`config.mk`:
```
export PLATFORM = sky130hd
export DESIGN_NAME = pr_host_flat
export DESIGN_NICKNAME = d
export VERILOG_FILES = /design/src/hw/pr_pkg.sv /design/src/hw/pr_link_if.sv /design/src/hw/pr_host.sv /design/src/flat_wrapper.sv
export SDC_FILE = /design/constraint.sdc
export NUM_CORES = 1
export LEC_CHECK = 0
export BUFFER_PORTS_ARGS = -buffer_cell sky130_fd_sc_hd__buf_4
export CAP_MARGIN = 20
export CORE_MARGIN = 4
export CORE_UTILIZATION = 59
export CTS_CLUSTER_DIAMETER = 120
export DETAILED_ROUTE_END_ITERATION = 12
export GPL_ROUTABILITY_DRIVEN = 0
export PLACE_DENSITY = 0.9
export SETUP_SLACK_MARGIN = 0.15
export SLEW_MARGIN = 20
export SYNTH_ARGS = -nofsm -noshare
export SYNTH_HDL_FRONTEND = slang
export SYNTH_SLANG_ARGS = --single-unit
export TNS_END_PERCENT = 30
```
`constraint.sdc`:
```
create_clock -name i_core_clk -period 4 [get_ports i_core_clk]
set_input_delay 0.6 -clock i_core_clk [delete_from_list [all_inputs] [get_ports i_core_clk]]
set_output_delay 0.6 -clock i_core_clk [all_outputs]
set_load 0.03 [all_outputs]
```
`src/hw/pr_pkg.sv`:
```
package pr_pkg;

  localparam int WORD_W = 16;

  // link clock edges from ready rising to the first word
  localparam logic [3:0] LEAD_PLAIN = 4'h4;
  localparam logic [3:0] LEAD_COMPRESSED = 4'h4;
  localparam logic [3:0] LEAD_ENCRYPTED = 4'h8;
  localparam logic [3:0] LEAD_ENC_COMP = 4'hC;

  // link clock cycle counts of the handshake
  localparam logic [4:0] INIT_CYCLES = 5'h04;
  localparam logic [4:0] DONE_TO_REQ_LOW = 5'h08;
  localparam logic [4:0] SYNC_STAGES = 5'h02;
  localparam logic [4:0] DONE_REQ_CHECK = DONE_TO_REQ_LOW + SYNC_STAGES;
  localparam logic [4:0] DONE_HOLD = 5'h0C;
  localparam logic [4:0] ERROR_HOLD = 5'h0A;
  localparam logic [4:0] REQUEST_GAP = 5'h14;

  // core clock cycles of the region reset pulse
  localparam logic [7:0] REGION_RESET_CYCLES = 8'h10;

  typedef enum logic [1:0] {
    STREAM_PLAIN = 2'h0,
    STREAM_COMPRESSED = 2'h1,
    STREAM_ENCRYPTED = 2'h2,
    STREAM_ENC_COMP = 2'h3
  } stream_kind_e;

  function automatic logic [3:0] lead_cycles(input stream_kind_e kind);
    logic [3:0] lead;
    lead = LEAD_PLAIN;
    case (kind)
      STREAM_PLAIN: lead = LEAD_PLAIN;
      STREAM_COMPRESSED: lead = LEAD_COMPRESSED;
      STREAM_ENCRYPTED: lead = LEAD_ENCRYPTED;
      STREAM_ENC_COMP: lead = LEAD_ENC_COMP;
      default: lead = LEAD_PLAIN;
    endcase
    return lead;
  endfunction : lead_cycles

endpackage : pr_pkg

```
`src/hw/pr_link_if.sv`:
```
`timescale 1ns/10ps
interface pr_link_if;
  logic reconfig_request;
  logic reconfig_ready;
  logic reconfig_done;
  logic reconfig_error;
  logic [pr_pkg::WORD_W-1:0] reconfig_word;
  logic reconfig_clock;
  logic init_complete;
  logic config_memory_crc_fault;
  logic host_location_select;

  modport device (
    input reconfig_request,
    input reconfig_word,
    input reconfig_clock,
    input host_location_select,
    output reconfig_ready,
    output reconfig_done,
    output reconfig_error,
    output init_complete,
    output config_memory_crc_fault
  );

  modport host (
    output reconfig_request,
    output reconfig_word,
    output reconfig_clock,
    output host_location_select,
    input reconfig_ready,
    input reconfig_done,
    input reconfig_error,
    input init_complete,
    input config_memory_crc_fault
  );
endinterface : pr_link_if

```
`src/hw/pr_host.sv`:
```
`timescale 1ns/10ps
module pr_host #(
  parameter int REGIONS = 2,
  parameter int CLK_HALF_DIV = 4
) (
  input wire logic i_core_clk,
  input wire logic i_rst,
  pr_link_if.host link,
  input wire logic i_pin_mode,
  input wire pr_pkg::stream_kind_e i_stream_kind,
  input wire logic i_start,
  input wire logic [REGIONS-1:0] i_region_mask,
  input wire logic i_abort,
  input wire logic i_word_valid,
  input wire logic [pr_pkg::WORD_W-1:0] i_word,
  output logic o_word_ready,
  output logic [REGIONS-1:0] o_region_freeze,
  output logic [REGIONS-1:0] o_region_reset,
  output logic [REGIONS-1:0] o_active_region,
  output logic o_busy,
  output logic o_done,
  output logic o_failed,
  output logic o_crc_fault
);
  typedef enum logic [7:0] {
    H_IDLE = 8'b00000001,
    H_FREEZE = 8'b00000010,
    H_WAIT_INIT = 8'b00000100,
    H_REQUEST = 8'b00001000,
    H_DATA = 8'b00010000,
    H_DRAIN = 8'b00100000,
    H_RELEASE = 8'b01000000,
    H_RESET = 8'b10000000
  } host_state_e;

  localparam logic [7:0] DIV_LAST = 8'(CLK_HALF_DIV - 1);

  host_state_e st_r, st_nxt;
  logic ready_s1_r, ready_s2_r, done_s1_r, done_s2_r, err_s1_r, err_s2_r;
  logic init_s1_r, init_s2_r, crc_s1_r, crc_s2_r;
  logic [7:0] div_r;
  logic clk_r;
  logic [3:0] rise_r;
  logic [4:0] gap_r;
  logic [7:0] rst_cnt_r;
  logic [REGIONS-1:0] pend_r, active_r, freeze_r, done_mask_r;
  logic [pr_pkg::WORD_W-1:0] word_r;
  logic req_r, fail_r, failed_r, finished_r, loc_r;

  // device outputs arrive on the link clock, so each is a two-flop level
  always_ff @(posedge i_core_clk or posedge i_rst) begin
    if (i_rst) begin
      {ready_s1_r, ready_s2_r, done_s1_r, done_s2_r, err_s1_r, err_s2_r} <= 6'h00;
      {init_s1_r, init_s2_r, crc_s1_r, crc_s2_r} <= 4'h0;
    end else begin
      {ready_s2_r, ready_s1_r} <= {ready_s1_r, link.reconfig_ready};
      {done_s2_r, done_s1_r} <= {done_s1_r, link.reconfig_done};
      {err_s2_r, err_s1_r} <= {err_s1_r, link.reconfig_error};
      {init_s2_r, init_s1_r} <= {init_s1_r, link.init_complete};
      {crc_s2_r, crc_s1_r} <= {crc_s1_r, link.config_memory_crc_fault};
    end
  end

  // link clock divider; the clock parks high when no word is on hand,
  // which keeps the device edge count in step with the words sent
  wire [3:0] lead_last = pr_pkg::lead_cycles(i_stream_kind) - 4'h1;
  wire feed_ok = (st_r == H_DATA) && (rise_r == lead_last);
  wire tick = div_r == DIV_LAST;
  wire stall = tick && clk_r && feed_ok && !i_word_valid;
  wire fall_evt = tick && clk_r && !stall;
  wire rise_evt = tick && !clk_r;
  wire take = fall_evt && feed_ok;

  always_ff @(posedge i_core_clk or posedge i_rst) begin
    if (i_rst) begin
      div_r <= 8'h00;
      clk_r <= 1'b0;
    end else if (tick) begin
      if (!stall) begin
        div_r <= 8'h00;
        clk_r <= !clk_r;
      end
    end else begin
      div_r <= div_r + 8'h01;
    end
  end

  // words change on the falling edge and are taken on the rising one
  always_ff @(posedge i_core_clk or posedge i_rst) begin
    if (i_rst) begin
      word_r <= '0;
    end else if (take) begin
      word_r <= i_word;
    end
  end

  // rising edges counted since ready was seen
  always_ff @(posedge i_core_clk or posedge i_rst) begin
    if (i_rst) begin
      rise_r <= 4'h0;
    end else if (st_r != H_DATA) begin
      rise_r <= 4'h0;
    end else if (rise_evt && rise_r != lead_last) begin
      rise_r <= rise_r + 4'h1;
    end
  end

  // gap counts rising edges once done and error have both fallen
  wire end_seen = done_s2_r || err_s2_r;
  wire gap_over = rise_evt && (gap_r == pr_pkg::REQUEST_GAP - 5'h01);

  always_ff @(posedge i_core_clk or posedge i_rst) begin
    if (i_rst) begin
      gap_r <= 5'h00;
    end else if (st_r != H_DRAIN || end_seen) begin
      gap_r <= 5'h00;
    end else if (rise_evt) begin
      gap_r <= gap_r + 5'h01;
    end
  end

  // next region is the lowest bit still pending
  wire [REGIONS-1:0] pend_left = pend_r & ~active_r;
  wire [REGIONS-1:0] next_left = pend_left & (~pend_left + {{(REGIONS-1){1'b0}}, 1'b1});
  wire [REGIONS-1:0] first_bit = pend_r & (~pend_r + {{(REGIONS-1){1'b0}}, 1'b1});
  wire rst_over = rst_cnt_r == pr_pkg::REGION_RESET_CYCLES - 8'h01;

  always_comb begin
    st_nxt = st_r;
    case (st_r)
      H_IDLE: if (i_start && i_region_mask != '0) st_nxt = H_FREEZE;
      H_FREEZE: st_nxt = H_WAIT_INIT;
      H_WAIT_INIT: if (init_s2_r) st_nxt = H_REQUEST;
      H_REQUEST: begin
        if (i_abort || err_s2_r) st_nxt = H_DRAIN;
        else if (ready_s2_r) st_nxt = H_DATA;
      end
      H_DATA: if (end_seen || i_abort) st_nxt = H_DRAIN;
      H_DRAIN: begin
        if (gap_over) begin
          if (fail_r) st_nxt = H_IDLE;
          else if (pend_left != '0) st_nxt = H_WAIT_INIT;
          else st_nxt = H_RELEASE;
        end
      end
      H_RELEASE: st_nxt = H_RESET;
      H_RESET: if (rst_over) st_nxt = H_IDLE;
      default: st_nxt = H_IDLE;
    endcase
  end

  always_ff @(posedge i_core_clk or posedge i_rst) begin
    if (i_rst) begin
      st_r <= H_IDLE;
    end else begin
      st_r <= st_nxt;
    end
  end

  // request is high only while waiting for ready and streaming
  always_ff @(posedge i_core_clk or posedge i_rst) begin
    if (i_rst) begin
      req_r <= 1'b0;
    end else begin
      req_r <= (st_nxt == H_REQUEST) || (st_nxt == H_DATA);
    end
  end

  // the failure mark of the cycle in flight
  always_ff @(posedge i_core_clk or posedge i_rst) begin
    if (i_rst) begin
      fail_r <= 1'b0;
    end else if (st_r == H_WAIT_INIT) begin
      fail_r <= 1'b0;
    end else if ((st_r == H_REQUEST || st_r == H_DATA) && (err_s2_r || i_abort)) begin
      fail_r <= 1'b1;
    end
  end

  // region bookkeeping; freezes stay on after a failure so a retry
  // or a full configuration can follow with the regions still held
  always_ff @(posedge i_core_clk or posedge i_rst) begin
    if (i_rst) begin
      pend_r <= '0;
      active_r <= '0;
      freeze_r <= '0;
      done_mask_r <= '0;
    end else begin
      case (st_r)
        H_IDLE: begin
          if (i_start) begin
            pend_r <= i_region_mask;
            done_mask_r <= '0;
            freeze_r <= freeze_r | i_region_mask;
          end
        end
        H_FREEZE: active_r <= first_bit;
        H_DRAIN: begin
          if (gap_over && !fail_r) begin
            done_mask_r <= done_mask_r | active_r;
            pend_r <= pend_left;
            active_r <= next_left;
          end
        end
        H_RELEASE: freeze_r <= '0;
        default: pend_r <= pend_r;
      endcase
    end
  end

  // region reset pulse length
  always_ff @(posedge i_core_clk or posedge i_rst) begin
    if (i_rst) begin
      rst_cnt_r <= 8'h00;
    end else if (st_r != H_RESET) begin
      rst_cnt_r <= 8'h00;
    end else begin
      rst_cnt_r <= rst_cnt_r + 8'h01;
    end
  end

  // result flags, cleared by the next start
  always_ff @(posedge i_core_clk or posedge i_rst) begin
    if (i_rst) begin
      failed_r <= 1'b0;
      finished_r <= 1'b0;
      loc_r <= 1'b0;
    end else begin
      loc_r <= i_pin_mode;
      if (st_r == H_IDLE && i_start) begin
        failed_r <= 1'b0;
        finished_r <= 1'b0;
      end else if (st_r == H_DRAIN && gap_over && fail_r) begin
        failed_r <= 1'b1;
      end else if (st_r == H_RESET && rst_over) begin
        finished_r <= 1'b1;
      end
    end
  end

  assign link.reconfig_request = req_r;
  assign link.reconfig_word = word_r;
  assign link.reconfig_clock = clk_r;
  assign link.host_location_select = loc_r;
  assign o_word_ready = take;
  assign o_region_freeze = freeze_r;
  assign o_region_reset = (st_r == H_RESET) ? done_mask_r : '0;
  assign o_active_region = active_r;
  assign o_busy = st_r != H_IDLE;
  assign o_done = finished_r;
  assign o_failed = failed_r;
  assign o_crc_fault = crc_s2_r;
endmodule : pr_host

```
`src/flat_wrapper.sv`:
```
// flat-port wrapper written by rule: the top's interface ports become plain ports
module pr_host_flat 
#(
  parameter int REGIONS = 2,
  parameter int CLK_HALF_DIV = 4
)
  (i_core_clk, i_rst, i_pin_mode, i_stream_kind, i_start, i_region_mask, i_abort, i_word_valid, i_word, o_word_ready, o_region_freeze, o_region_reset, o_active_region, o_busy, o_done, o_failed, o_crc_fault, link_reconfig_request, link_reconfig_word, link_reconfig_clock, link_host_location_select, link_reconfig_ready, link_reconfig_done, link_reconfig_error, link_init_complete, link_config_memory_crc_fault);
  pr_link_if link_i ();
  input wire logic i_core_clk;
  input wire logic i_rst;
  input wire logic i_pin_mode;
  input wire pr_pkg::stream_kind_e i_stream_kind;
  input wire logic i_start;
  input wire logic [REGIONS-1:0] i_region_mask;
  input wire logic i_abort;
  input wire logic i_word_valid;
  input wire logic [pr_pkg::WORD_W-1:0] i_word;
  output logic o_word_ready;
  output logic [REGIONS-1:0] o_region_freeze;
  output logic [REGIONS-1:0] o_region_reset;
  output logic [REGIONS-1:0] o_active_region;
  output logic o_busy;
  output logic o_done;
  output logic o_failed;
  output logic o_crc_fault;
  output wire logic [$bits(link_i.reconfig_request)-1:0] link_reconfig_request;
  output wire logic [$bits(link_i.reconfig_word)-1:0] link_reconfig_word;
  output wire logic [$bits(link_i.reconfig_clock)-1:0] link_reconfig_clock;
  output wire logic [$bits(link_i.host_location_select)-1:0] link_host_location_select;
  input wire logic [$bits(link_i.reconfig_ready)-1:0] link_reconfig_ready;
  input wire logic [$bits(link_i.reconfig_done)-1:0] link_reconfig_done;
  input wire logic [$bits(link_i.reconfig_error)-1:0] link_reconfig_error;
  input wire logic [$bits(link_i.init_complete)-1:0] link_init_complete;
  input wire logic [$bits(link_i.config_memory_crc_fault)-1:0] link_config_memory_crc_fault;
  assign link_reconfig_request = link_i.reconfig_request;
  assign link_reconfig_word = link_i.reconfig_word;
  assign link_reconfig_clock = link_i.reconfig_clock;
  assign link_host_location_select = link_i.host_location_select;
  assign link_i.reconfig_ready = link_reconfig_ready;
  assign link_i.reconfig_done = link_reconfig_done;
  assign link_i.reconfig_error = link_reconfig_error;
  assign link_i.init_complete = link_init_complete;
  assign link_i.config_memory_crc_fault = link_config_memory_crc_fault;
  pr_host #(.REGIONS(REGIONS), .CLK_HALF_DIV(CLK_HALF_DIV)) u_core (.i_core_clk(i_core_clk), .i_rst(i_rst), .link(link_i), .i_pin_mode(i_pin_mode), .i_stream_kind(i_stream_kind), .i_start(i_start), .i_region_mask(i_region_mask), .i_abort(i_abort), .i_word_valid(i_word_valid), .i_word(i_word), .o_word_ready(o_word_ready), .o_region_freeze(o_region_freeze), .o_region_reset(o_region_reset), .o_active_region(o_active_region), .o_busy(o_busy), .o_done(o_done), .o_failed(o_failed), .o_crc_fault(o_crc_fault));
endmodule
```
# Yosys cells after proc, flatten, opt, wreduce, memory -nomap -nowiden
# Index checks and enable logic that the tools add are counted.
dict set report word_totals {
  inputBits 31
  reg_bits 73
}
dict set report op_classes {
  n_mux 36
  n_bitwise 9
  addsub 7
  eq_ne 26
  n_reduce_logical 43
}
# op n
set op_table {}
lappend op_table {{$mux W8} 11}
lappend op_table {{$pmux W8 S8} 1}
lappend op_table {{$eq A8 B4 Y1 const B} 3}
lappend op_table {{$reduce_bool A2 Y1} 10}
lappend op_table {{$add A8 B1 Y8 const B} 2}
lappend op_table {{$eq A8 B2 Y1 const B} 2}
lappend op_table {{$eq A8 B5 Y1 const B} 2}
lappend op_table {{$logic_and A1 B1 Y1} 16}
lappend op_table {{$pmux W2 S2} 4}
lappend op_table {{$mux W2} 7}
lappend op_table {{$pmux W4 S3} 1}
lappend op_table {{$mux W5} 2}
lappend op_table {{$eq A8 B1 Y1 const B} 1}
lappend op_table {{$eq A8 B3 Y1 const B} 1}
lappend op_table {{$eq A8 B6 Y1 const B} 1}
lappend op_table {{$eq A8 B7 Y1 const B} 1}
lappend op_table {{$eq A8 B8 Y1 const B} 1}
lappend op_table {{$mux W4} 2}
lappend op_table {{$ne A8 B1 Y1 const B} 1}
lappend op_table {{$ne A8 B5 Y1 const B} 1}
lappend op_table {{$ne A8 B6 Y1 const B} 1}
lappend op_table {{$ne A8 B8 Y1 const B} 1}
lappend op_table {{$reduce_and A2 Y1} 4}
lappend op_table {{$mux W1} 7}
lappend op_table {{21 further kinds} 38}

# Depth between registers and ports, before layout
# Gate-level depths: netlist of the first run.
dict set report depth {
  word_depth 11
  mapped_depth 9
  mapped_depth_nobuf 7
}

# Least setup slack after synthesis of the first run
# Ideal clock, no wire load.
dict set report synth_timing {
  kind {register -> output}
  start {reg u_core.div_r[0]}
  end {out o_word_ready}
  t_arrival_ps 2128
  path_slack_ps 1272
  n_path_buf 1
  path_stages_with_launch 7
  path_cell_list {dfrtp_1 > ha_1 > or4b_1 > buf_2 > nor2_1 > nand3_1 > nor3_1}
}
dict set report synth_between {
  elab_chain_len 7
}
# item line_no
set synth_lines {}
lappend synth_lines {{from (decl)} pr_host.sv:41} ;# logic [7:0] div_r;
lappend synth_lines {{from (signal assigned)} pr_host.sv:84} ;# div_r <= div_r + 8'h01;
lappend synth_lines {{$eq A8 B2 Y1 *} pr_host.sv:68} ;# wire tick = div_r == DIV_LAST;
lappend synth_lines {{$logic_and A1 B1 Y1 *} {pr_host.sv:69, pr_host.sv:70}}
lappend synth_lines {{$logic_and A1 B1 Y1 (2 in a row)} pr_host.sv:69} ;# wire stall = tick && clk_r && feed_ok && !i_word_valid;
lappend synth_lines {{$logic_not A1 Y1} pr_host.sv:70} ;# wire fall_evt = tick && clk_r && !stall;
lappend synth_lines {{$logic_and A1 B1 Y1 *} pr_host.sv:70}
lappend synth_lines {{$logic_and A1 B1 Y1 *} pr_host.sv:72} ;# wire take = fall_evt && feed_ok;
lappend synth_lines {{to (decl)} flat_wrapper.sv:18} ;# output logic o_word_ready;
# Every way passes the cells marked *; elsewhere a longest branch is shown, timed or not.

# Worst setup path after layout of the first run
dict set report layout_timing {
  start {reg u_core.div_r[0]}
  end {reg u_core.word_r, in the netlist u_core.link.reconfig_word[5]}
}
dict set report layout_between {
  elab_chain_len 7
}
# item line_no
set layout_lines {}
lappend layout_lines {{$eq A8 B2 Y1 *} pr_host.sv:68}
lappend layout_lines {{$logic_and A1 B1 Y1 *} {pr_host.sv:69, pr_host.sv:70}}
lappend layout_lines {{$logic_and A1 B1 Y1 (2 in a row)} pr_host.sv:69}
lappend layout_lines {{$logic_not A1 Y1} pr_host.sv:70}
lappend layout_lines {{$logic_and A1 B1 Y1 *} pr_host.sv:70}
lappend layout_lines {{$logic_and A1 B1 Y1 *} pr_host.sv:72}
lappend layout_lines {{to (signal assigned)} pr_host.sv:93} ;# word_r <= i_word;
lappend layout_lines {{to (decl)} pr_host.sv:47} ;# logic [pr_pkg::WORD_W-1:0] word_r;
# Marked as above.
# A chain may end at the register's enable or synchronous reset.

==> results summary, run 1 <==
The run finished with clean final reports. The estimated wirelength of the detail-placed design came out at 5020 microns. The worst IR drop on VDD came out at ~0.37 mV. The overall routing resource usage came out at 23.0%. The critical path ends at u_core.link.reconfig_word[5].

The critical register-to-register path startpoint is u_core.div_r[0]. The die area is ~6800 sq um. Clock-pin slew was measured on the worst setup and hold paths at approximately 70 ps. Counting every instance in the synthesized netlist gives between 200 and 300. The setup clock skew after layout came out at approximately 9.3 ps. The arrival time at the worst endpoint came out at ~3300 ps. The setup TNS is 0 ps. Input and output buffers added on the ports amount to 60. The count of final hold-check violations is 0. The clock tree from TritonCTS is yes. Entering global routing, the biggest net connects 39 pins. The internal reg-to-reg setup slack came out at 970 ps. In this run the remaining antenna-violating nets after routing total 0.

The total of cells resized after clock tree synthesis came out at 0. The post-detailed-route via-to-cell ratio came out at roughly 5.7. The tightest min-delay check is of the flip-flop to flip-flop type.

The count of inserted antenna diode cells came out at 0. The fraction of final layout cells with drive strength greater than 1 is between 20% and 30%. Measured along the y axis, the die boundary spans 82.4 microns. Leaving out fill and tap cells, the most frequent cell in the layout is dfrtp_1. The number of sinks on the clock net is between 70 and 80. Each instance of the synthesized netlist takes up on average roughly 11 sq um. The critical path starts at u_core.div_r[0].

The number of nets at the end of the flow came out at around 390. For this run, the leading register cell type out of synthesis is dfrtp_1. The setup violation total in the final timing report came out at 0. Synthesis produced a netlist with a net count of 320.

Of the synthesized area, sequential elements account for 56.0%. The remaining global-route overflow is 0. The cell row count is 26. The via count came out at 2441. The via count of the first global-routing pass is around 2500. The final critical delay including setup and external delays is 3030 ps. The wire length of the first global-routing pass is 11600 microns. The mapped cell area came out at ~3300 sq um. The routed length per instance is 16.3 microns. For the worst flop-to-flop path, the logic depth is 6.

The number of top-level pins is 61. Along the worst path, the maximum fanout reaches 16. The detailed-routing iteration count for the pre-antenna-repair pass came out at 4. The endpoint required time on the critical path is about 4200 ps. The insertion delay to the later sink of the worst-skew pair came out at 350 ps.

The total chip power came out at 1.76 mW. The worst max-slew margin expressed relative to the limit came out at 43.9%. The count of final max-slew check failures came out at 0. STA classifies the critical path endpoint as a flip-flop. The starting density of the core is 62.3%.

Summing all non-filler instances in the final layout gives an area of between 4000 and 5000 sq um. The worst setup path is launched from a flip-flop. The leakage power of the design is roughly 1.9 nW. The worst setup timing slack at the placement stage came out at 1010 ps.

The terminus of the critical flop-to-flop path is u_core.link.reconfig_word[5]. The core area came out at ~5200 sq um. The detailed router finished its first iteration with about 150 violations.

The number of warnings printed during yosys synthesis came out at 0. The critical path is of the flip-flop to flip-flop type. The worst-margin pin slew came out at between 800 and 900 ps. Derived from the worst setup path, the maximum achievable clock frequency is roughly 0.33 GHz. The top cell types in the final layout, fill and taps aside, are 72 x dfrtp_1, 62 x buf_4, 31 x nor2_1, 18 x nand2_1, 14 x nand3_1. The setup slack of the critical path after layout is 970 ps. The power per cell area came out at about 440 nW/um^2. Synthesis instantiated 51 different standard cells from the library. After the flow finishes, the layout carries non-filler instances totaling 427. The hold buffer count at CTS is 0. The share of flip-flops with an asynchronous set or reset after synthesis came out at between 90% and 100%.

For this block, the routed nets add up to approximately 7000 microns of wire. The number of CTS-inserted buffers is 9. The cell area after placement came out at approximately 3800 sq um. The die is about 82 microns wide. The cell count after placement is slightly above 400. From synthesis to final layout, the design area changed by 22.7%. The part of the cycle the worst path needs came out at about 76%. The tool flagged a number of max-cap violations equal to 0. The count of H-tree levels built during CTS is 3.

The initial antenna violation count is 0. The total of flip-flops plus latches after synthesis came out at 73. Setup repair after global routing left no endpoint under its margin. After detailed routing, the number of remaining DRC violations is 0. The number of post-CTS setup repair buffers is 0. The tree is rooted in a clkbuf_8. The maximum buffer depth of the clock tree came out at 2.

The number of synthesized flops with an enable pin is 0.
-- Yosys cell counts, types with 2 or more instances --
master	instances	area, sq um
xor2_1	9	78.8
nor2_1	31	116
or4_1	4	30.0
nand2_1	18	67.6
o22ai_1	2	12.5
mux2_4	10	150
nor3_1	2	10.0
nand3_1	14	70.1
and4b_1	2	20.0
a21oi_1	9	45.0
xnor2_1	9	78.8
and3_1	4	25.0
or3_1	2	12.5
a21boi_0	2	15.0
nor4_1	6	37.5
buf_2	2	10.0
nor2b_1	3	18.8
o21a_1	5	37.5
o211ai_1	2	15.0
nand2b_1	3	18.8
and2_1	2	12.5
nand4b_1	7	61.3
mux2_2	7	78.8
nand4_1	2	12.5
ha_1	4	50.1
a31oi_1	3	18.8
clkbuf_1	3	11.3
inv_1	11	41.3
mux2i_1	5	50.1
dfrtp_1	72	1800
o21ai_0	10	50.1
-- metal layers --
layer  global-route usage [%]  part of all wire [%]
met5                        0                     0
met4                     10.5                   1.6
met3                     5.53                   6.0
met2                     37.6                    51
met1                     29.0                    42
-- registers in the layout, indices dropped and copies added (netlist names), 2 cells and up --
signal / count
u_core.rst_cnt_r: 8
u_core.pend_r: 2
u_core.st_r: 8
u_core.done_mask_r: 2
u_core.gap_r: 5
u_core.o_region_freeze: 2
u_core.o_active_region: 2
u_core.div_r: 8
u_core.link.reconfig_word: 16
u_core.rise_r: 4
-- area by class of cell --
| cell class | count | area (sq um) |
|---|---|---|
| Sequential cell | 73 | 1830 |
| Multi-Input combinational cell | 195 | 1360 |
| Fill cell | 309 | 1230 |
| Timing Repair Buffer | 62 | 465 |
| Clock buffer | 11 | 141 |
| Tap cell | 70 | 87.6 |
| Clock inverter | 5 | 78.8 |
| Inverter | 11 | 41.3 |
-- how the worst min path moves through the flow --
stage,startpoint,to,cells past startpoint
floorplan,u_core.done_s1_r,u_core.done_s2_r,0
global placement,u_core.crc_s1_r,u_core.o_crc_fault,0
detailed placement,u_core.done_s1_r,u_core.done_s2_r,0
CTS,link_config_memory_crc_fault,u_core.crc_s1_r,1
global route,link_config_memory_crc_fault,u_core.crc_s1_r,1
finish,u_core.init_s1_r,u_core.init_s2_r,0
-- where the power goes --
group          leakage, nW  switching, mW  internal, mW
sequential           0.968         0.0455         0.780
clock                0.113          0.269         0.367
combinational        0.834          0.178         0.121
total                 1.92          0.492          1.27
-- critical path, cell delays in order, from the launching register on --
cell and delay, ps:
dfrtp_1 380, ha_1 250, or4b_1 600, nor2_1 310
nand2_1 110, or4_1 810, mux2_4 440
-- per-stage QoR --
stage | utilization [%] | hold slack [ps]
finish | 76.5 | 349
global route | 76.5 | 341
CTS | 76.5 | 349
detailed placement | 72.3 | 335
global placement | 72.3 | 333
floorplan | - | 331
-- cell families (layout without fill, tap and decap cells) --
| family | Yosys count | after routing | share of synthesized area (%) |
|---|---|---|---|
| mux | 22 | 22 | 8.55 |
| buf+inv | 17 | 89 | 2.26 |
| compound gates | 41 | 41 | 8.13 |
| flops | 73 | 73 | 56.0 |
| xor+xnor | 18 | 18 | 4.83 |
| simple gates | 110 | 110 | 18.7 |
| fa+ha+maj | 4 | 4 | 1.53 |
(Power assumes the default switching activity.)
==> inputs of run 2 (changes only) <==
--- a/config.mk
+++ b/config.mk
@@ -5,14 +5,15 @@
 export SDC_FILE = /design/constraint.sdc
 export NUM_CORES = 1
 export LEC_CHECK = 0
+export ABC_AREA = 1
 export BUFFER_PORTS_ARGS = -buffer_cell sky130_fd_sc_hd__buf_4
 export CAP_MARGIN = 20
 export CORE_MARGIN = 4
-export CORE_UTILIZATION = 59
+export CORE_UTILIZATION = 55
 export CTS_CLUSTER_DIAMETER = 120
 export DETAILED_ROUTE_END_ITERATION = 12
 export GPL_ROUTABILITY_DRIVEN = 0
-export PLACE_DENSITY = 0.9
+export PLACE_DENSITY = 0.85
 export SETUP_SLACK_MARGIN = 0.15
 export SLEW_MARGIN = 20
 export SYNTH_ARGS = -nofsm -noshare
==> constraint.sdc (replaced) <==
create_clock -name i_core_clk -period 2.8 [get_ports i_core_clk]
set_input_delay 0.42 -clock i_core_clk [delete_from_list [all_inputs] [get_ports i_core_clk]]
set_output_delay 0.42 -clock i_core_clk [all_outputs]
set_load 0.03 [all_outputs]
==> run 2 against run 1 <==
Flip-flop and latch count did not move. Non-clock buffer count did not move. Via count rose by 14%. Clock skew fell by 2.2 ps. Combinational power rose by 28%. Largest cell class unchanged. Largest power group unchanged.
==> results summary, run 2 <==
The internal power of the cells is 1.71 mW (+35%). The estimated wirelength of the detail-placed design came out at 5160 microns (+2.7%). The worst setup path is launched from a flip-flop. Counting I/O delays and the setup requirement, the final critical path takes approximately 2500 ps. The min-delay analysis places its worst path in the category input pin to asynchronous set/reset pin.

The number of buffer cells added on primary ports is 60 (unchanged). The fraction of final layout cells with drive strength greater than 1 is 18.5% (-10 points). The mapped cell area came out at 3330 sq um (+2.0%). The worst max-slew margin expressed relative to the limit is 55.4% (+11 points). The worst IR drop on VDD is 0.287 mV (-23%). The core area came out at 5890 sq um (+12%). The number of post-CTS setup repair buffers came out at 0 (unchanged). The average footprint of a synthesized cell was 8.37 sq um (-27%). The share of flip-flops with an asynchronous set or reset after synthesis is 100% (unchanged). The wire length of the first global-routing pass is 11700 microns (+0.66%). The leakage power of the design is 2.20 nW (+15%).

The count of final max-slew check failures is 0 (unchanged). The number of nets at the end of the flow came out at 502 (+30%). The worst hold-check slack is 185 ps (-164 ps). The switching part of the total came out at 27.4% (-0.54 points). The maximum buffer depth of the clock tree is 2 (unchanged). The endpoint required time on the critical path was 2380 ps (-1840 ps).

The cell row count is 28 (+7.7%). The number of synthesized flops with an enable pin came out at 0 (unchanged). The biggest fanout along the worst timing path is 17 (+1). The setup clock skew after layout is 7.10 ps (-2.17 ps). The worst-margin pin slew is 669 ps (-173 ps). The clock-pin slew on the worst setup and hold paths is 70 ps (about the same).

The chip width is 85.8 microns (+4.2%). The met3 wire length came out at 517 microns (+24%). The starting density of the core is 56.6% (-5.7 points). The post-synth net total is 433 (+35%).

The number of top-level pins is 61 (unchanged). The number of distinct library cells after synthesis came to 29 (-43%). The maximum achievable frequency came out at about 0.40 GHz. The worst setup timing slack at the placement stage is 625 ps (-389 ps). Clock tree synthesis selected as its root buffer the cell clkbuf_8. The setup slack of the critical path after layout is 316 ps (-654 ps). The library cell used most frequently in the layout, excluding fill and tap cells, is nand2_1. The number of sinks on the clock net is 73 (unchanged). The post-detailed-route via-to-cell ratio is 5.11 (-11%).

Sorting the synthesized cells by area gives the leading types as dfrtp_1 54%, nand2_1 14%, inv_1 6.0%, nor2_1 4.8%, nand3_1 3.5%. The remaining design rule violation count is 0 (unchanged). The total of cells resized after clock tree synthesis was 0 (unchanged). The cell area after layout came to 4080 sq um (+1.7%). The insertion delay to the later sink of the worst-skew pair came out at 330 ps (-20 ps). The overall routing resource usage came to 19.7% (-3.3 points).

The die area is 7370 sq um (+8.5%). The area growth from synthesis to layout is 22.4%. nand2_1 is the most common cell in the netlist. The count of final hold-check violations is 0 (unchanged).

The area fraction of the dominant cell type after synthesis came out at 54.1% (-1.1 points). TritonCTS built the clock tree. After synthesis, the most frequently instantiated cells are 122 x nand2_1, 72 x dfrtp_1, 53 x inv_1. The setup violation total in the final timing report is 0 (unchanged).

The power per cell area came to 578 nW/um^2 (+31%). The initial detailed-routing violation count came out at 107 (-28%). The count of inserted antenna diode cells is 0 (unchanged). The total of flip-flops plus latches after synthesis is 73 (unchanged). The switching power total is 0.645 mW (+31%). The share of the yosys chip area belonging to registers is 54.9% (-1.1 points). The largest net degree at the start of global routing came out at 43 (+10%). The cell count after synthesis came out at 398 (+40%). The share of power burned in combinational logic came out at 16.3% (-0.7 points). The detailed-routing iteration count for the pre-antenna-repair pass came out at 6 (+2). The vertical extent of the die came out at 85.8 microns (+4.2%). The critical path in this run is classified as flip-flop to output port. The highest routed metal layer is met4.

For this run, the leading register cell type out of synthesis is dfrtp_1. The library cells used most frequently in the layout, excluding fill and tap cells, are 122 x nand2_1, 72 x dfrtp_1, 61 x buf_4, 52 x inv_1, 43 x nor2_1. The number of warnings printed during yosys synthesis came out at 0 (unchanged). The via count came out at 2789 (+14%). The total detailed-routing wirelength was 6780 microns (-2.3%). The total of max-cap violations came out at 0 (unchanged). The flow ran to the end, and the final reports show no timing, DRC or antenna violations. The flip-flop count of the largest register after layout is 16 (unchanged). The cell count after placement is 531 (+29%). The arrival time at the worst endpoint is 2060 ps (-1190 ps). The remaining global-route overflow came out at 0 (unchanged). The sum of met2 wire segment lengths after detailed routing is 3340 microns (-5.4%). The routed length per instance came out at 12.4 microns (-24%).

The power share of the clock group is 34.4% (-1.7 points). The routed metal-1 wire length came out at 2850 microns (-0.97%). The count of H-tree levels built during CTS came out at 3 (unchanged). Setup repair after global routing left no endpoint under its margin.

STA classifies the critical path endpoint as an output port. The initial antenna violation count came to 0 (unchanged). The cell area after placement was 3880 sq um (+2.4%). The share of total power in sequential cells is 49.3% (+2.4 points). The part of the cycle the worst path needs came out at about 89%. The setup TNS came to 0 ps (unchanged). The via count of the first global-routing pass is 2766 (+11%). The post-synthesis cell type with the largest combined area is dfrtp_1. The hold buffer count at CTS came out at 0 (unchanged).

The count of placed standard cells in the final layout, fillers left out came to 546 (+28%). The post-route antenna net violation count is 0 (unchanged). The number of CTS-inserted buffers is 9 (unchanged).
==> run 2: cell count changes in the layout (fill, tap and decap cells not counted), moves of 5 or more <==
cell and change:
nand2_1 +104, inv_1 +42, nor2_1 +12, nand4_1 +11, mux2_4 -10, nand3_1 +9, o21ai_0 +9, xnor2_1 -8
mux2_2 -7, nand4b_1 -7, mux2i_1 -5
==> run 2: per-stage QoR <==
| step | utilization [%] | power [mW] |
|---|---|---|
| after global placement | 65.9 | 1.54 |
| after floorplan | - | 1.42 |
| after global routing | 69.2 | 2.47 |
| final | 69.2 | 2.35 |
| after detailed placement | 65.9 | 1.56 |
| after CTS | 69.2 | 2.37 |
==> run 2: path summary, 6_finish.rpt <==
check                      slack [ps]  cells after the start            endpoint                start
setup / recovery                  320                      8        o_word_ready      u_core.div_r[0]
hold / removal                    180                      2    u_core.init_s1_r                i_rst
setup reg to reg                  880                      9    u_core.pend_r[1]       u_core.st_r[0]
hold reg to reg                   360                      0  u_core.o_crc_fault      u_core.crc_s1_r
max in group asynchronous        1910                      3      u_core.st_r[0]                i_rst
min in group i_core_clk           190                      1   u_core.ready_s1_r  link_reconfig_ready
==> run 2: power by group through the flow <==
stage	Sequential [mW]	Clock, mW	Combinational [mW]
after floorplan	1.20	0	0.224
after global routing	1.16	0.875	0.428
after CTS	1.16	0.826	0.381
after detailed placement	1.18	0	0.376
final	1.16	0.810	0.384
after global placement	1.17	0	0.366
==> run 2: worst max-delay path, stage by stage, from the launching register on <==
cell and delay, ps:
dfrtp_1 400, ha_1 230, nand3_1 110, nor2_2 190, inv_2 60, nor2_4 150, nand3_4 200, inv_4 210
buf_4 190
==> run 2: cell families (layout without fill, tap and decap cells) <==
family | count (synthesis) | after routing | synth area share, %
simple gates | 220 | 220 | 29.0
xor+xnor | 8 | 8 | 2.10
buf+inv | 61 | 134 | 7.21
compound gates | 32 | 32 | 5.30
flops | 73 | 73 | 54.9
fa+ha+maj | 4 | 4 | 1.50
==> run 2: metal layers <==
metal | vias to the layer above | GRT usage [%]
met5 | - | 0
met4 | 0 | 5.18
met3 | 10 | 5.76
met2 | 97 | 33.5
met1 | 1291 | 24.7
li1 | 1391 | -
==> run 2: area by class of cell <==
| class | count | area, sq um |
|---|---|---|
| inverters | 57 | 216 |
| clock buffers | 13 | 159 |
| repair buffers | 62 | 478 |
| fillers | 485 | 1810 |
| clock inverters | 2 | 37.5 |
| flip-flops and latches | 73 | 1830 |
| multi-input cells | 264 | 1260 |
| well taps | 75 | 93.8 |
==> inputs of run 3 (changes only) <==
--- a/config.mk
+++ b/config.mk
@@ -9,11 +9,11 @@
 export BUFFER_PORTS_ARGS = -buffer_cell sky130_fd_sc_hd__buf_4
 export CAP_MARGIN = 20
 export CORE_MARGIN = 4
-export CORE_UTILIZATION = 55
+export CORE_UTILIZATION = 50
 export CTS_CLUSTER_DIAMETER = 120
 export DETAILED_ROUTE_END_ITERATION = 12
 export GPL_ROUTABILITY_DRIVEN = 0
-export PLACE_DENSITY = 0.85
+export PLACE_DENSITY = 0.82
 export SETUP_SLACK_MARGIN = 0.15
 export SLEW_MARGIN = 20
 export SYNTH_ARGS = -nofsm -noshare
==> constraint.sdc (replaced) <==
create_clock -name i_core_clk -period 2.2 [get_ports i_core_clk]
set_input_delay 0.33 -clock i_core_clk [delete_from_list [all_inputs] [get_ports i_core_clk]]
set_output_delay 0.33 -clock i_core_clk [all_outputs]
set_load 0.03 [all_outputs]
==> run 3 against run 2 <==
Critical path depth shrank 2. Utilization shrank 3.7 points. Final cell count grew 2.0%. Cell area grew 3.3%. Sequential share of layout area shrank 1.4 points. Highest routed layer unchanged.
==> results summary, run 3 (synthesis results as in run 2) <==
The power share of the clock group is 39.2% (+4.8 points). The initial antenna violation count came out at 0 (unchanged). The share of power burned in combinational logic came out at 15.0% (-1.3 points). The flip-flop count of the largest register after layout is 16 (unchanged).

The detailed-routing iteration count for the pre-antenna-repair pass is 4 (-2). The remaining global-route overflow came out at 0 (unchanged). The remaining design rule violation count is 0 (unchanged). The cell count after placement is 537 (+1.1%). The critical path goes through inv_2, or2_4, a21oi_4, nand3_4, clkinv_2, buf_4. The internal power of the cells is 2.35 mW (+38%). The initial detailed-routing violation count is 190 (+78%). The largest net degree at the start of global routing came out at 30 (-30%). The post-detailed-route via-to-cell ratio is 5.04 (-1.4%). The core area is 6420 sq um (+9.1%). The fraction of final layout cells with drive strength greater than 1 came out at 21.3% (+2.8 points). The number of CTS-inserted buffers came out at 9 (unchanged). The insertion delay to the later sink of the worst-skew pair is 350 ps (+20 ps). The routed length per instance came out at 12.6 microns (+1.7%). CTS placed an instance of clkbuf_8 at the clock tree root. The arrival time at the worst endpoint is 1620 ps (-440 ps). In this run the critical register-to-register path is captured at u_core.rise_r[1]. The number of sinks on the clock net is 73 (unchanged). The count of H-tree levels built during CTS was 3 (unchanged). The total of max-cap violations is 0 (unchanged).

The switching part of the total came out at 27.2% (-0.18 points). The wire length of the first global-routing pass is 11800 microns (+1.2%). The cell area after placement is 3910 sq um (+0.94%). The run finished with clean final reports. The maximum buffer depth of the clock tree came out at 2 (unchanged). The total chip power is 3.23 mW (+37%). The endpoint required time on the critical path came to 1870 ps (-510 ps). The internal reg-to-reg setup slack is 340 ps (-540 ps). Leaving out fill and tap cells, the most frequent cell in the layout is nand2_1. The nature of the critical path startpoint is a flip-flop. The path class of the tightest hold or removal check is input pin to asynchronous set/reset pin.

The number of buffer cells added on primary ports came to 60 (unchanged). The switching power total is 0.879 mW (+36%). The via count of the first global-routing pass is 2731 (-1.3%). The setup TNS is 0 ps (unchanged). The die area is 8030 sq um (+9.0%). The count of inserted antenna diode cells is 0 (unchanged). The starting density of the core came out at 51.9% (-4.7 points). The biggest fanout along the worst timing path is 5 (-12). The power per cell area is 767 nW/um^2 (+33%). The count of final hold-check violations came to 0 (unchanged). The slowest stage of the critical path belongs to the cell dfrtp_1. The setup clock skew after layout came out at 10.7 ps (+3.61 ps). The via count is 2805 (+0.57%). The worst IR drop on VDD came out at 0.470 mV (+64%). The total detailed-routing wirelength came out at 7030 microns (+3.7%).

The number of top-level pins is 61 (unchanged). The clock-pin slew on the worst setup and hold paths is 80 ps (about the same). The critical path's largest stage delay was 450 ps (+50 ps). The worst max-slew margin expressed relative to the limit came out at 56.9% (+1.5 points). The number of nets at the end of the flow is 510 (+1.6%). The top cell types in the final layout, fill and taps aside, are 122 x nand2_1, 72 x dfrtp_1, 69 x buf_4, 52 x inv_1, 41 x nor2_1. The worst setup path is captured at an output port.

The vertical extent of the die came out at 89.6 microns (+4.4%). The signed area change from the synthesized netlist to the final layout came out at 26.4%. The worst-margin pin slew is 645 ps (-23.3 ps). The worst path in the final design needs a cycle of a little under 2000 ps, including I/O delays and setup. The count of final max-slew check failures is 0 (unchanged). TritonCTS built the clock tree.

The cell area after layout is 4210 sq um (+3.3%). The critical register-to-register path startpoint is u_core.div_r[0]. Setup repair after global routing left no endpoint under its margin. The cell row count came to 29 (+3.6%). The worst setup path is of the flip-flop to output port kind. The overall routing resource usage came out at 19.2% (-0.50 points). The count of placed standard cells in the final layout, fillers left out is 557 (+2.0%). The worst reg-to-reg path cell count is 7 (-2). The leakage power of the design came out at 2.25 nW (+2.5%). The estimated wirelength of the detail-placed design came out at 5170 microns (+0.35%).

The setup violation total in the final timing report was 0 (unchanged). The chip width was 89.6 microns (+4.4%). The part of the cycle the worst path needs is about nine tenths. The maximum achievable frequency came out at 0.514 GHz. The share of total power in sequential cells is 45.8% (-3.5 points). The post-route antenna net violation count was 0 (unchanged).
## run 3: changes by cell type in the layout (fill, tap and decap cells not counted), sizes merged
cell / delta
inv: -2
clkinvlp: +2
clkbuf: -4
buf: +8
clkinv: +3
bufinv: +2
## run 3: power groups by stage
stage                     clock network (mW)  logic (mW)  registers (mW)
after CTS                               1.29       0.484            1.47
after global routing                    1.34       0.543            1.49
final                                   1.26       0.485            1.48
after detailed placement                   0       0.477            1.50
after global placement                     0       0.464            1.50
after floorplan                            0       0.285            1.52
## run 3: layout make-up
type                       count  area (sq um)
sequential                    73          1830
timing repair buffer          70           538
inverter                      57           219
clock inverter                 7           119
tap                           77          96.3
fill                         482          2210
multi-input combinational    264          1280
clock buffer                   9           124
## run 3: metrics by stage
step | hold WS (ps) | util (%) | setup WS [ps]
after floorplan | 331 | - | 443
after global placement | 332 | 60.9 | 382
after detailed placement | 335 | 60.9 | 300
after CTS | 70.4 | 65.0 | 150
after global routing | 68.0 | 65.5 | 145
final | 66.1 | 65.5 | 253
## run 3: how the worst max path moves through the flow
stage	start	endpoint	slack (ps)	depth (start not counted)
6_report	u_core.rise_r[2]	o_word_ready	250	6
5_1_grt	u_core.st_r[5]	o_word_ready	150	8
4_1_cts	u_core.div_r[0]	o_word_ready	150	8
3_5_place_dp	u_core.div_r[0]	o_word_ready	300	8
3_3_place_gp	u_core.div_r[0]	o_word_ready	380	8
2_1_floorplan	u_core.st_r[0]	o_region_reset[0]	440	6
## run 3: worst max-delay path: cells and delay by family (launching register included)
kind | cells | cell delay (ps)
AND/OR/NAND/NOR | 2 | 340
AO/OA/AOI/OAI | 1 | 220
flip-flops | 1 | 450
buffers and inverters | 3 | 260
## run 3: timing repair
item,CTS,global route
buffers inserted,2,2
pin swaps,2,3
endpoints found under the setup margin,1,1
hold endpoints to repair,0,0
hold buffers,0,0
gates resized for setup,0,5
## run 3: metal layers
layer | GRT usage (%) | wire length (microns)
met1 | 23.8 | 3070
met2 | 31.9 | 3390
met3 | 5.75 | 479
met4 | 6.90 | 96
met5 | 0 | 0
